[src/core/gcc_cfg.svh]
/*
 Register offsets, field positions, reset values and limits of the global
 clock control block. Assumes inclusion by the package and the top module only.
*/
`ifndef GCC_CFG_SVH
`define GCC_CFG_SVH

`define GCC_OFS_CTRL 12'h000
`define GCC_OFS_STATIC 12'h004
`define GCC_OFS_STATUS 12'h008

`define GCC_CTRL_EN 0
`define GCC_CTRL_SEL_LO 1
`define GCC_CTRL_SEL_HI 2
`define GCC_CTRL_SWITCH 3
`define GCC_CTRL_RST 4'h0

`define GCC_ST_KIND_LO 0
`define GCC_ST_KIND_HI 1
`define GCC_ST_DP_PICK 2
`define GCC_ST_ROUTE0_LO 3
`define GCC_ST_ROUTE0_HI 6
`define GCC_ST_ROUTE1_LO 7
`define GCC_ST_ROUTE1_HI 10
`define GCC_ST_REF 11
`define GCC_ST_MANUAL 12
`define GCC_STATIC_RST 13'h0080

`define GCC_CNT_PER_PLL 5
`define GCC_MAX_NETS_GX 30
`define GCC_MAX_NETS_E 20
`define GCC_SMALL_LAST_NET 9
`define GCC_DP_GROUP_NET_A 8
`define GCC_DP_GROUP_NET_B 9

`define GCC_RESP_OKAY 2'h0
`define GCC_RESP_SLVERR 2'h2

`endif

[src/core/gcc_pkg.sv]
/*
 Types of the global clock control block: source kinds, dynamic select codes
 and the packed control, configuration and source words.
 Assumes gcc_cfg.svh is on the include path.
*/
package gcc_pkg;
`include "gcc_cfg.svh"

   typedef enum logic [1:0] {
      GCC_KIND_DYN = 2'b00,
      GCC_KIND_DP = 2'b01,
      GCC_KIND_FAB = 2'b10,
      GCC_KIND_RSV = 2'b11
   } gcc_kind_t;

   typedef enum logic [1:0] {
      GCC_SEL_PIN0 = 2'b00,
      GCC_SEL_PIN1 = 2'b01,
      GCC_SEL_PLL0 = 2'b10,
      GCC_SEL_PLL1 = 2'b11
   } gcc_sel_t;

   typedef struct packed {
      logic clk_switch;
      gcc_sel_t sel;
      logic enable;
   } gcc_ctrl_t;

   typedef struct packed {
      logic manual_switch;
      logic ref_static;
      logic [3:0] route1;
      logic [3:0] route0;
      logic dp_pick;
      gcc_kind_t kind;
   } gcc_static_t;

   typedef struct packed {
      logic fabric;
      logic [1:0] corner;
      logic [4:0] pll_b;
      logic [4:0] pll_a;
      logic [1:0] clk_pin;
      logic user_mode;
   } gcc_src_t;

endpackage : gcc_pkg

[src/core/gcc_ctrl_top.sv]
/*
 Global clock control block for one global_clock_net, with an AXI4-Lite
 register slave. Clock pins, PLL counters, corner pins, fabric source and the
 user-mode strap are sampled on REF_CLK_I after two flip-flops, so every
 source must toggle well below half of REF_CLK_I.
*/
// Function
// - Run-time source choice only among clock pins and PLL outputs.
// - Power-down gate disables and re-enables the global_clock_net at run time.
// - Fabric enable input passes or blocks the global clock; here the enable is CTRL bit 0, written over the bus.
// - Two-bit select chooses the dynamic source feeding the net.
// - Static source selection is frozen while in user mode.
// - Only two of the adjacent PLL counter outputs enter the block; here all ten enter and route0/route1 pick two.
// - Reference-switch mux makes pll_input_clock; select from config or run time.
// - Net feeds PLL input only when sourced from PLL or clock pin.
// - Dual-purpose or fabric sourced block never drives a PLL input.
// - Each PLL has five counters; at most two reach the net.
// - One corner_dual_purpose_pin of a pair feeds; the other stays ordinary I/O.
// - Left-side blocks of the larger transceiver variant take no clock pins.
// - Clock pins may carry clocks or global control signals onto the net.
// - Five or six blocks per side; at most 30 or 20 in total.
// - Block output drives exactly its own global_clock_net.
// - Smallest variants implement only global_clock_net 0 through 9.
// - Third dual-purpose pin group connects only to nets 8 and 9.
// - Unused clock pin feeds fabric through a logic_element_cell register only.
// - Enable sampled on the falling edge of the selected clock; here taken at every REF_CLK_I edge while that source is low.
// - Fabric input is selected statically, never dynamically.
// - Gating leaves PLL lock alone; output resumes without resynchronisation.
`timescale 1ns/1ps
`include "gcc_cfg.svh"

module gcc_ctrl_top #(
   parameter int NET_INDEX = 0,
   parameter bit GX_VARIANT = 1'b0,
   parameter bit LEFT_SIDE = 1'b0,
   parameter bit SMALL_DENSITY = 1'b0,
   parameter bit THIRD_DP_GROUP = 1'b0
) (
   // Clock and reset
   input wire logic REF_CLK_I,
   input wire logic ARST_N_I,
   // AXI4-Lite write address and data
   input wire logic [11:0] S_AXI_AWADDR_I,
   input wire logic S_AXI_AWVALID_I,
   output logic S_AXI_AWREADY_O,
   input wire logic [31:0] S_AXI_WDATA_I,
   input wire logic [3:0] S_AXI_WSTRB_I,
   input wire logic S_AXI_WVALID_I,
   output logic S_AXI_WREADY_O,
   // AXI4-Lite write response
   output logic [1:0] S_AXI_BRESP_O,
   output logic S_AXI_BVALID_O,
   input wire logic S_AXI_BREADY_I,
   // AXI4-Lite read
   input wire logic [11:0] S_AXI_ARADDR_I,
   input wire logic S_AXI_ARVALID_I,
   output logic S_AXI_ARREADY_O,
   output logic [31:0] S_AXI_RDATA_O,
   output logic [1:0] S_AXI_RRESP_O,
   output logic S_AXI_RVALID_O,
   input wire logic S_AXI_RREADY_I,
   // Clock sources
   input wire gcc_pkg::gcc_src_t SRC_I,
   // Outputs to the network, the PLL and the fabric
   output logic GLOBAL_CLOCK_NET_O,
   output logic PLL_INPUT_CLOCK_O,
   output logic [1:0] CLK_PIN_FABRIC_O,
   output logic CORNER_GPIO_O
);
   import gcc_pkg::*;

   // Net existence fixed at build time
   localparam int MAX_NETS = GX_VARIANT ? `GCC_MAX_NETS_GX : `GCC_MAX_NETS_E;
   localparam bit NET_OK = (NET_INDEX >= 0) && (NET_INDEX < MAX_NETS) &&
      (!SMALL_DENSITY || NET_INDEX <= `GCC_SMALL_LAST_NET);
   localparam bit PINS_OK = !(GX_VARIANT && LEFT_SIDE);
   localparam bit DP_OK = !THIRD_DP_GROUP ||
      (NET_INDEX == `GCC_DP_GROUP_NET_A) || (NET_INDEX == `GCC_DP_GROUP_NET_B);
   localparam logic [4:0] NET_ID = NET_INDEX[4:0];

   // Picks one of ten counters; index 5 and above selects nothing
   function automatic logic pick_cnt(input logic [4:0] a, input logic [4:0] b,
                                     input logic [3:0] route);
      logic [2:0] idx;
      logic hit;
      idx = route[2:0];
      hit = 1'b0;
      if (idx < 3'(`GCC_CNT_PER_PLL)) begin
         hit = route[3] ? b[idx] : a[idx];
      end
      return hit;
   endfunction : pick_cnt

   // Register state
   gcc_ctrl_t ctrl_reg;
   gcc_static_t static_reg;
   gcc_src_t sync1_reg;
   gcc_src_t sync2_reg;
   logic sel_prev_reg;
   logic gate_reg;
   logic net_reg;
   logic pll_in_reg;
   logic [1:0] pin_fab_reg;
   logic corner_gpio_reg;

   // Bus state
   logic aw_held_reg;
   logic [11:0] aw_addr_reg;
   logic w_held_reg;
   logic [31:0] w_data_reg;
   logic [3:0] w_strb_reg;
   logic bvalid_reg;
   logic [1:0] bresp_reg;
   logic rvalid_reg;
   logic [31:0] rdata_reg;
   logic [1:0] rresp_reg;

   // Two-stage input synchroniser; only stage two is read by logic
   always_ff @(posedge REF_CLK_I or negedge ARST_N_I) begin
      if (!ARST_N_I) begin
         sync1_reg <= '0;
         sync2_reg <= '0;
      end else begin
         sync1_reg <= SRC_I;
         sync2_reg <= sync1_reg;
      end
   end

   // Source selection
   wire logic user_mode = sync2_reg.user_mode;
   wire logic [1:0] pins = PINS_OK ? sync2_reg.clk_pin : 2'h0;
   wire logic route0 = pick_cnt(sync2_reg.pll_a, sync2_reg.pll_b, static_reg.route0);
   wire logic route1 = pick_cnt(sync2_reg.pll_a, sync2_reg.pll_b, static_reg.route1);
   wire logic dyn_src = (ctrl_reg.sel == GCC_SEL_PIN0) ? pins[0] :
      (ctrl_reg.sel == GCC_SEL_PIN1) ? pins[1] :
      (ctrl_reg.sel == GCC_SEL_PLL0) ? route0 : route1;
   wire logic corner_src = static_reg.dp_pick ? sync2_reg.corner[1] : sync2_reg.corner[0];
   wire logic corner_spare = static_reg.dp_pick ? sync2_reg.corner[0] : sync2_reg.corner[1];
   wire logic is_dyn = (static_reg.kind == GCC_KIND_DYN);
   wire logic is_dp = (static_reg.kind == GCC_KIND_DP) && DP_OK;
   wire logic is_fab = (static_reg.kind == GCC_KIND_FAB);
   wire logic sel_src = is_dyn ? dyn_src :
      is_dp ? corner_src :
      is_fab ? sync2_reg.fabric : 1'b0;
   wire logic pll_feed_ok = is_dyn;
   wire logic ref_sel = static_reg.manual_switch ? ctrl_reg.clk_switch : static_reg.ref_static;
   wire logic falling = sel_prev_reg && !sel_src;

   // Enable sampled while the selected source is low so a high phase is never cut short
   always_ff @(posedge REF_CLK_I or negedge ARST_N_I) begin
      if (!ARST_N_I) begin
         sel_prev_reg <= 1'b0;
         gate_reg <= 1'b0;
      end else begin
         sel_prev_reg <= sel_src;
         if (falling || !sel_src) begin
            gate_reg <= ctrl_reg.enable;
         end
      end
   end

   // Gated net; the PLL path bypasses the gate so lock is never touched
   always_ff @(posedge REF_CLK_I or negedge ARST_N_I) begin
      if (!ARST_N_I) begin
         net_reg <= 1'b0;
         pll_in_reg <= 1'b0;
         pin_fab_reg <= 2'h0;
         corner_gpio_reg <= 1'b0;
      end else begin
         net_reg <= NET_OK && gate_reg && sel_src;
         pll_in_reg <= ref_sel ? (pll_feed_ok && sel_src) : pins[0];
         pin_fab_reg <= pins;
         corner_gpio_reg <= corner_spare;
      end
   end

   assign GLOBAL_CLOCK_NET_O = net_reg;
   assign PLL_INPUT_CLOCK_O = pll_in_reg;
   assign CLK_PIN_FABRIC_O = pin_fab_reg;
   assign CORNER_GPIO_O = corner_gpio_reg;

   // Bus write path: address and data may come in either order
   wire logic aw_take = S_AXI_AWVALID_I && !aw_held_reg && !bvalid_reg;
   wire logic w_take = S_AXI_WVALID_I && !w_held_reg && !bvalid_reg;
   wire logic wr_do = aw_held_reg && w_held_reg && !bvalid_reg;
   wire logic wr_ctrl = wr_do && (aw_addr_reg == `GCC_OFS_CTRL);
   wire logic wr_static = wr_do && (aw_addr_reg == `GCC_OFS_STATIC);
   wire logic wr_status = wr_do && (aw_addr_reg == `GCC_OFS_STATUS);
   wire logic wr_hit = wr_ctrl || wr_static || wr_status;
   wire logic static_locked = user_mode;
   wire logic [31:0] ctrl_word = {28'h0, ctrl_reg};
   wire logic [31:0] static_word = {19'h0, static_reg};
   wire logic [31:0] ctrl_new = (ctrl_word & ~strb_mask(w_strb_reg)) |
      (w_data_reg & strb_mask(w_strb_reg));
   wire logic [31:0] static_new = (static_word & ~strb_mask(w_strb_reg)) |
      (w_data_reg & strb_mask(w_strb_reg));

   // Byte strobes to a bit mask
   function automatic logic [31:0] strb_mask(input logic [3:0] strb);
      logic [31:0] m;
      m = {{8{strb[3]}}, {8{strb[2]}}, {8{strb[1]}}, {8{strb[0]}}};
      return m;
   endfunction : strb_mask

   always_ff @(posedge REF_CLK_I or negedge ARST_N_I) begin
      if (!ARST_N_I) begin
         aw_held_reg <= 1'b0;
         aw_addr_reg <= 12'h000;
         w_held_reg <= 1'b0;
         w_data_reg <= 32'h0;
         w_strb_reg <= 4'h0;
      end else begin
         if (aw_take) begin
            aw_held_reg <= 1'b1;
            aw_addr_reg <= S_AXI_AWADDR_I;
         end else if (wr_do) begin
            aw_held_reg <= 1'b0;
         end
         if (w_take) begin
            w_held_reg <= 1'b1;
            w_data_reg <= S_AXI_WDATA_I;
            w_strb_reg <= S_AXI_WSTRB_I;
         end else if (wr_do) begin
            w_held_reg <= 1'b0;
         end
      end
   end

   // Registers and write response
   always_ff @(posedge REF_CLK_I or negedge ARST_N_I) begin
      if (!ARST_N_I) begin
         ctrl_reg <= gcc_ctrl_t'(`GCC_CTRL_RST);
         static_reg <= gcc_static_t'(`GCC_STATIC_RST);
         bvalid_reg <= 1'b0;
         bresp_reg <= `GCC_RESP_OKAY;
      end else begin
         if (wr_ctrl) begin
            ctrl_reg <= gcc_ctrl_t'(ctrl_new[3:0]);
         end
         if (wr_static && !static_locked) begin
            static_reg <= gcc_static_t'(static_new[12:0]);
         end
         if (wr_do) begin
            bvalid_reg <= 1'b1;
            bresp_reg <= wr_hit ? `GCC_RESP_OKAY : `GCC_RESP_SLVERR;
         end else if (S_AXI_BREADY_I) begin
            bvalid_reg <= 1'b0;
         end
      end
   end

   assign S_AXI_AWREADY_O = !aw_held_reg && !bvalid_reg;
   assign S_AXI_WREADY_O = !w_held_reg && !bvalid_reg;
   assign S_AXI_BVALID_O = bvalid_reg;
   assign S_AXI_BRESP_O = bresp_reg;

   // Read path; status write is accepted and has no effect
   wire logic rd_take = S_AXI_ARVALID_I && !rvalid_reg;
   wire logic [31:0] status_word = {22'h0, NET_ID, user_mode, pll_feed_ok,
      ctrl_reg.sel, gate_reg};
   wire logic rd_ctrl = (S_AXI_ARADDR_I == `GCC_OFS_CTRL);
   wire logic rd_static = (S_AXI_ARADDR_I == `GCC_OFS_STATIC);
   wire logic rd_status = (S_AXI_ARADDR_I == `GCC_OFS_STATUS);
   wire logic [31:0] rd_word = rd_ctrl ? ctrl_word :
      rd_static ? static_word :
      rd_status ? status_word : 32'h0;
   wire logic rd_hit = rd_ctrl || rd_static || rd_status;

   always_ff @(posedge REF_CLK_I or negedge ARST_N_I) begin
      if (!ARST_N_I) begin
         rvalid_reg <= 1'b0;
         rdata_reg <= 32'h0;
         rresp_reg <= `GCC_RESP_OKAY;
      end else begin
         if (rd_take) begin
            rvalid_reg <= 1'b1;
            rdata_reg <= rd_word;
            rresp_reg <= rd_hit ? `GCC_RESP_OKAY : `GCC_RESP_SLVERR;
         end else if (S_AXI_RREADY_I) begin
            rvalid_reg <= 1'b0;
         end
      end
   end

   assign S_AXI_ARREADY_O = !rvalid_reg;
   assign S_AXI_RVALID_O = rvalid_reg;
   assign S_AXI_RDATA_O = rdata_reg;
   assign S_AXI_RRESP_O = rresp_reg;

endmodule : gcc_ctrl_top

[config.mk]
export PLATFORM = sky130hd
export DESIGN_NAME = gcc_ctrl_top
export DESIGN_NICKNAME = d
export VERILOG_FILES = /design/src/core/gcc_pkg.sv /design/src/core/gcc_ctrl_top.sv
export VERILOG_INCLUDE_DIRS = /design/src /design/src/core
export SDC_FILE = /design/constraint.sdc
export NUM_CORES = 1
export LEC_CHECK = 0
export ABC_AREA = 0
export BUFFER_PORTS_ARGS = -buffer_cell sky130_fd_sc_hd__buf_4
export CAP_MARGIN = 20
export CELL_PAD_IN_SITES_DETAIL_PLACEMENT = 1
export CELL_PAD_IN_SITES_GLOBAL_PLACEMENT = 1
export CORE_ASPECT_RATIO = 0.5
export CORE_MARGIN = 4
export CORE_UTILIZATION = 40
export DETAILED_ROUTE_END_ITERATION = 10
export GPL_ROUTABILITY_DRIVEN = 0
export PLACE_DENSITY = 0.92
export RECOVER_POWER = 50
export SYNTH_ARGS = -nofsm -noshare
export SYNTH_HDL_FRONTEND = slang
export SYNTH_SLANG_ARGS = --single-unit
[constraint.sdc]
create_clock -name REF_CLK_I -period 3.25 [get_ports REF_CLK_I]
set_input_delay 0.65 -clock REF_CLK_I [delete_from_list [all_inputs] [get_ports REF_CLK_I]]
set_output_delay 0.65 -clock REF_CLK_I [all_outputs]
set_load 0.005 [all_outputs]
==> flow_summary.toml <==
[finish]
antennaDiodeCount = 0
layout-drive-gt1-share_pct = 39.5
final_nets = 470
fill_cells = 1005
final_cell_area_mm2 = 0.00501
area_delta_synth_final_pct = 25.4

[power]
combinational_fraction_of_design_power_pct = 15.8
power_switching_uw = 832
power_mw = 3.32
irDropWorstVdd_uv = 341
pwr_density_cell_mw_per_mm2 = 663
seq_power_share_pct = 49.2
power.share.switching_pct = 25.1
p_leak_nw = 2.30
p_int_mw = 2.49
power.share.clock_pct = 35.0

[floorplan]
dieArea_mm2 = 0.0117
ioPinCount = 129
die_h_um = 78.6
initial_utilization_pct = 41.7
floorplan.core_area_mm2 = 0.00957
die_width_um = 149
num_rows = 25

[routing]
routed_via_density = 5.06
detailedRoute.firstIterationViolations = 137
drt.antenna.violating_nets = 0
drt-wirelength-per-cell_um = 19.6
post-route-drc-count = 0
detailed_routing_iterations_pass_1 = 4
via_count = 2666
postRouteWirelength_mm = 10.3

[grt]
globalRouteTotalUtil_pct = 18.6
grt_max_degree = 45
global_route_wire_length_before_repair_mm = 16.6
antenna_found_initial = 0
global_route.usage.met2_pct = 31.3
globalRoute.totalOverflow = 0
first_global_vias = 3020
grtUsageMet1_pct = 22.7
grt_most_used_layer = "met2"
globalRouteMet3Util_pct = 5.42

[worst_setup_path]
rr_worst_depth = 5
worst_ep_required_time_ns = 3.44
critical_path.reg2reg.startpoint = "aw_addr_reg[7]"
worstSetupPathDepth = 2
crit_path_start = "ARST_N_I"
setup.worst_path.end = "S_AXI_RDATA_O[9]"
critPathLaunchType = "input pin"
critical_path.cell_chain = "buf_4 -> clkbuf_1"
path_max_fanout = 44
critical_path_buf_inv_count = 2
setup.worst_path.end_class = "asynchronous set/reset pin"
data_arrival_at_the_endpoint_of_the_critical_path_ns = 2.28
critical_path.max_stage_delay_ns = 1.15
rrSetupSlack_ns = 1.26
worstSetupPathType = "input pin to asynchronous set/reset pin"
critPathTopFamily = "buffers and inverters"
cp_slowest_cell = "sky130_fd_sc_hd__clkbuf_1"

[timing]
crit_share_post_route_pct = 64.1
clock-skew-final_ns = 0.00703
tns_ns = 0
tightestPinTransition_ns = 1.50
crit_path_time_final_ns = 2.08
finalMaxSlewViolations = 0
clock.fmax_ghz = 0.480
unrepaired_setup_endpoints_after_global_routing = "no"
final.setup.worst_slack_ns = 1.17
slew_limit_headroom_pct = 0.324
timing.final.setup_violations = 0
report.final.hold_viol_count = 0

[place]
dp_slack_ns = 0.859
hpwl_mm = 7.16
port_buffers = 86
postPlaceCellArea_mm2 = 0.00469

[synth]
yosys.area_share.simple_pct = 8.37
seq_area_frac_synth_pct = 63.3
synth_xor_xnor_area_share_pct = 0
post_synthesis_adder_cell_area_fraction_pct = 0
synth_enable_flop_cells = 0
synth_seq_cells = 101
compound_gate_portion_of_the_synthesized_area_pct = 6.71
yosys_warnings = 0
synth_mux_area_share_pct = 15.8
synth.cell_area_mm2 = 0.00399
synth_top_cell_area_share_pct = 62.7
synthesis.area_per_instance_um2 = 13.4
ys_top_cells_by_area = "sky130_fd_sc_hd__dfrtp_1 (63%), sky130_fd_sc_hd__mux2_2 (14%), sky130_fd_sc_hd__buf_4 (4.5%)"
ys_async_sr_fraction_pct = 100
synth_largest_area_cell = "sky130_fd_sc_hd__dfrtp_1"
synth-main-ff-cell = "sky130_fd_sc_hd__dfrtp_1"
postSynthCellCount = 299
largest_family_of_logic_cells_by_synthesized_area = "multiplexers"
post_synth_num_cell_types = 43

[clocking]
ctsHoldBuffers = 0
clk_root_buffer_cell = "sky130_fd_sc_hd__clkbuf_16"
cts_tree = "yes"
cts.sinks = 101
clk_transition_reported_paths_ns = 0.07
h_tree_levels = 3
post_cts.repair.setup_buffers = 0
clkLatencyLatePin_ns = 0.35
clockBufferDepth = 2
cts-buffers-inserted = 9
post_cts_resize_count = 0

[worst_hold_path]
worst_hold_path_type = "input pin to asynchronous set/reset pin"

[run_status]
outcome = "finished, violations left"
failed_checks = "max-capacitance violations"

[flow_run]
maxCapViolations = 1
-- kinds of logic after synthesis --
| logic type | Yosys count |
|---|---|
| multiplexers | 57 |
| AND/OR/NAND/NOR | 64 |
| AO/OA/AOI/OAI | 41 |
| flip-flops | 101 |
| other | 1 |
| buffers and inverters | 35 |
-- how the worst min path moves through the flow --
stage | from | to | slack (ns) | cells after the start
after detailed placement | sync1_reg[9] | sync2_reg[9] | 0.34 | 0
after global placement | sync1_reg[2] | pins[1] | 0.33 | 0
after CTS | ARST_N_I | aw_addr_reg[0] | 0.32 | 1
final | ARST_N_I | aw_addr_reg[1] | 0.29 | 1
after floorplan | sync1_reg[1] | pins[0] | 0.33 | 0
after global routing | ARST_N_I | asynchronous set/reset pin | 0.34 | 1
-- metal layers --
layer / share of wire (%) / vias up
li1: - / 1186
met1: 41 / 1330
met2: 49 / 122
met3: 7.4 / 28
met4: 2.7 / 0
met5: 0 / -
-- synth_stat cells, types with 2 or more instances --
cell type	instances
sky130_fd_sc_hd__nor2_1	8
sky130_fd_sc_hd__o22ai_1	2
sky130_fd_sc_hd__nand3_1	3
sky130_fd_sc_hd__buf_4	24
sky130_fd_sc_hd__dfrtp_1	100
sky130_fd_sc_hd__a21o_1	2
sky130_fd_sc_hd__nand3b_1	3
sky130_fd_sc_hd__mux2i_1	8
sky130_fd_sc_hd__mux2_2	49
sky130_fd_sc_hd__a22oi_1	5
sky130_fd_sc_hd__inv_1	4
sky130_fd_sc_hd__o211ai_1	2
sky130_fd_sc_hd__a32oi_1	3
sky130_fd_sc_hd__o21ai_1	2
sky130_fd_sc_hd__a21oi_1	2
sky130_fd_sc_hd__o21ai_0	15
sky130_fd_sc_hd__nand2_1	28
sky130_fd_sc_hd__nor4_1	6
sky130_fd_sc_hd__clkbuf_1	3
sky130_fd_sc_hd__buf_2	4
sky130_fd_sc_hd__nor3_1	3
sky130_fd_sc_hd__o31ai_1	2
-- cell usage in the layout, fill, tap and decap left out, types with 2 or more instances in the layout --
cell	n
sky130_fd_sc_hd__dfrtp_1	100
sky130_fd_sc_hd__buf_4	71
sky130_fd_sc_hd__mux2_2	49
sky130_fd_sc_hd__nand2_1	28
sky130_fd_sc_hd__conb_1	21
sky130_fd_sc_hd__clkbuf_4	16
sky130_fd_sc_hd__o21ai_0	15
sky130_fd_sc_hd__clkbuf_16	9
sky130_fd_sc_hd__mux2i_1	8
sky130_fd_sc_hd__nor2_1	8
sky130_fd_sc_hd__nor4_1	6
sky130_fd_sc_hd__a22oi_1	5
sky130_fd_sc_hd__inv_1	4
sky130_fd_sc_hd__a32oi_1	3
sky130_fd_sc_hd__nand3b_1	3
sky130_fd_sc_hd__nor3_1	3
sky130_fd_sc_hd__nand3_1	3
sky130_fd_sc_hd__o211ai_1	2
sky130_fd_sc_hd__a21oi_1	2
sky130_fd_sc_hd__o22ai_1	2
sky130_fd_sc_hd__o21ai_1	2
sky130_fd_sc_hd__o31ai_1	2
sky130_fd_sc_hd__a21o_1	2
sky130_fd_sc_hd__clkinvlp_4	2
sky130_fd_sc_hd__clkbuf_1	2
sky130_fd_sc_hd__bufinv_16	2
-- area by class of cell --
cell class / count / area (um2) / share of cell area (%)
clock inverters: 5 / 83.8 / 1.67
flip-flops and latches: 101 / 2530 / 50.5
clock buffers: 11 / 243 / 4.85
multi-input cells: 183 / 1310 / 26.2
well taps: 135 / 169 / 3.37
repair buffers: 88 / 657 / 13.1
inverters: 4 / 15.0 / 0.300
-- stage by stage --
| step | hold WS (ns) | std cells | utilization (%) |
|---|---|---|---|
| final | 0.293 | 527 | 52.3 |
| after global routing | 0.341 | 527 | 52.3 |
| after CTS | 0.318 | 527 | 52.4 |
| after detailed placement | 0.336 | 511 | 49.0 |
| after global placement | 0.332 | 511 | 49.0 |
| after floorplan | 0.331 | 319 | - |
-- worst reg2reg max path: cells and delay by family, from the launching register on --
kind | cells | cell delay (ns)
muxes | 1 | 0.37
and+or+nand+nor | 4 | 1.11
DFF | 1 | 0.38
-- power groups by stage --
stage / clock network (mW) / registers, mW / logic, mW
6_report: 1.16 / 1.63 / 0.523
4_1_cts: 1.19 / 1.63 / 0.535
3_5_place_dp: 0 / 1.65 / 0.530
3_3_place_gp: 0 / 1.63 / 0.496
2_1_floorplan: 0 / 1.60 / 0.353
5_1_grt: 1.24 / 1.67 / 0.582
Power figures use the tool's default switching activity.
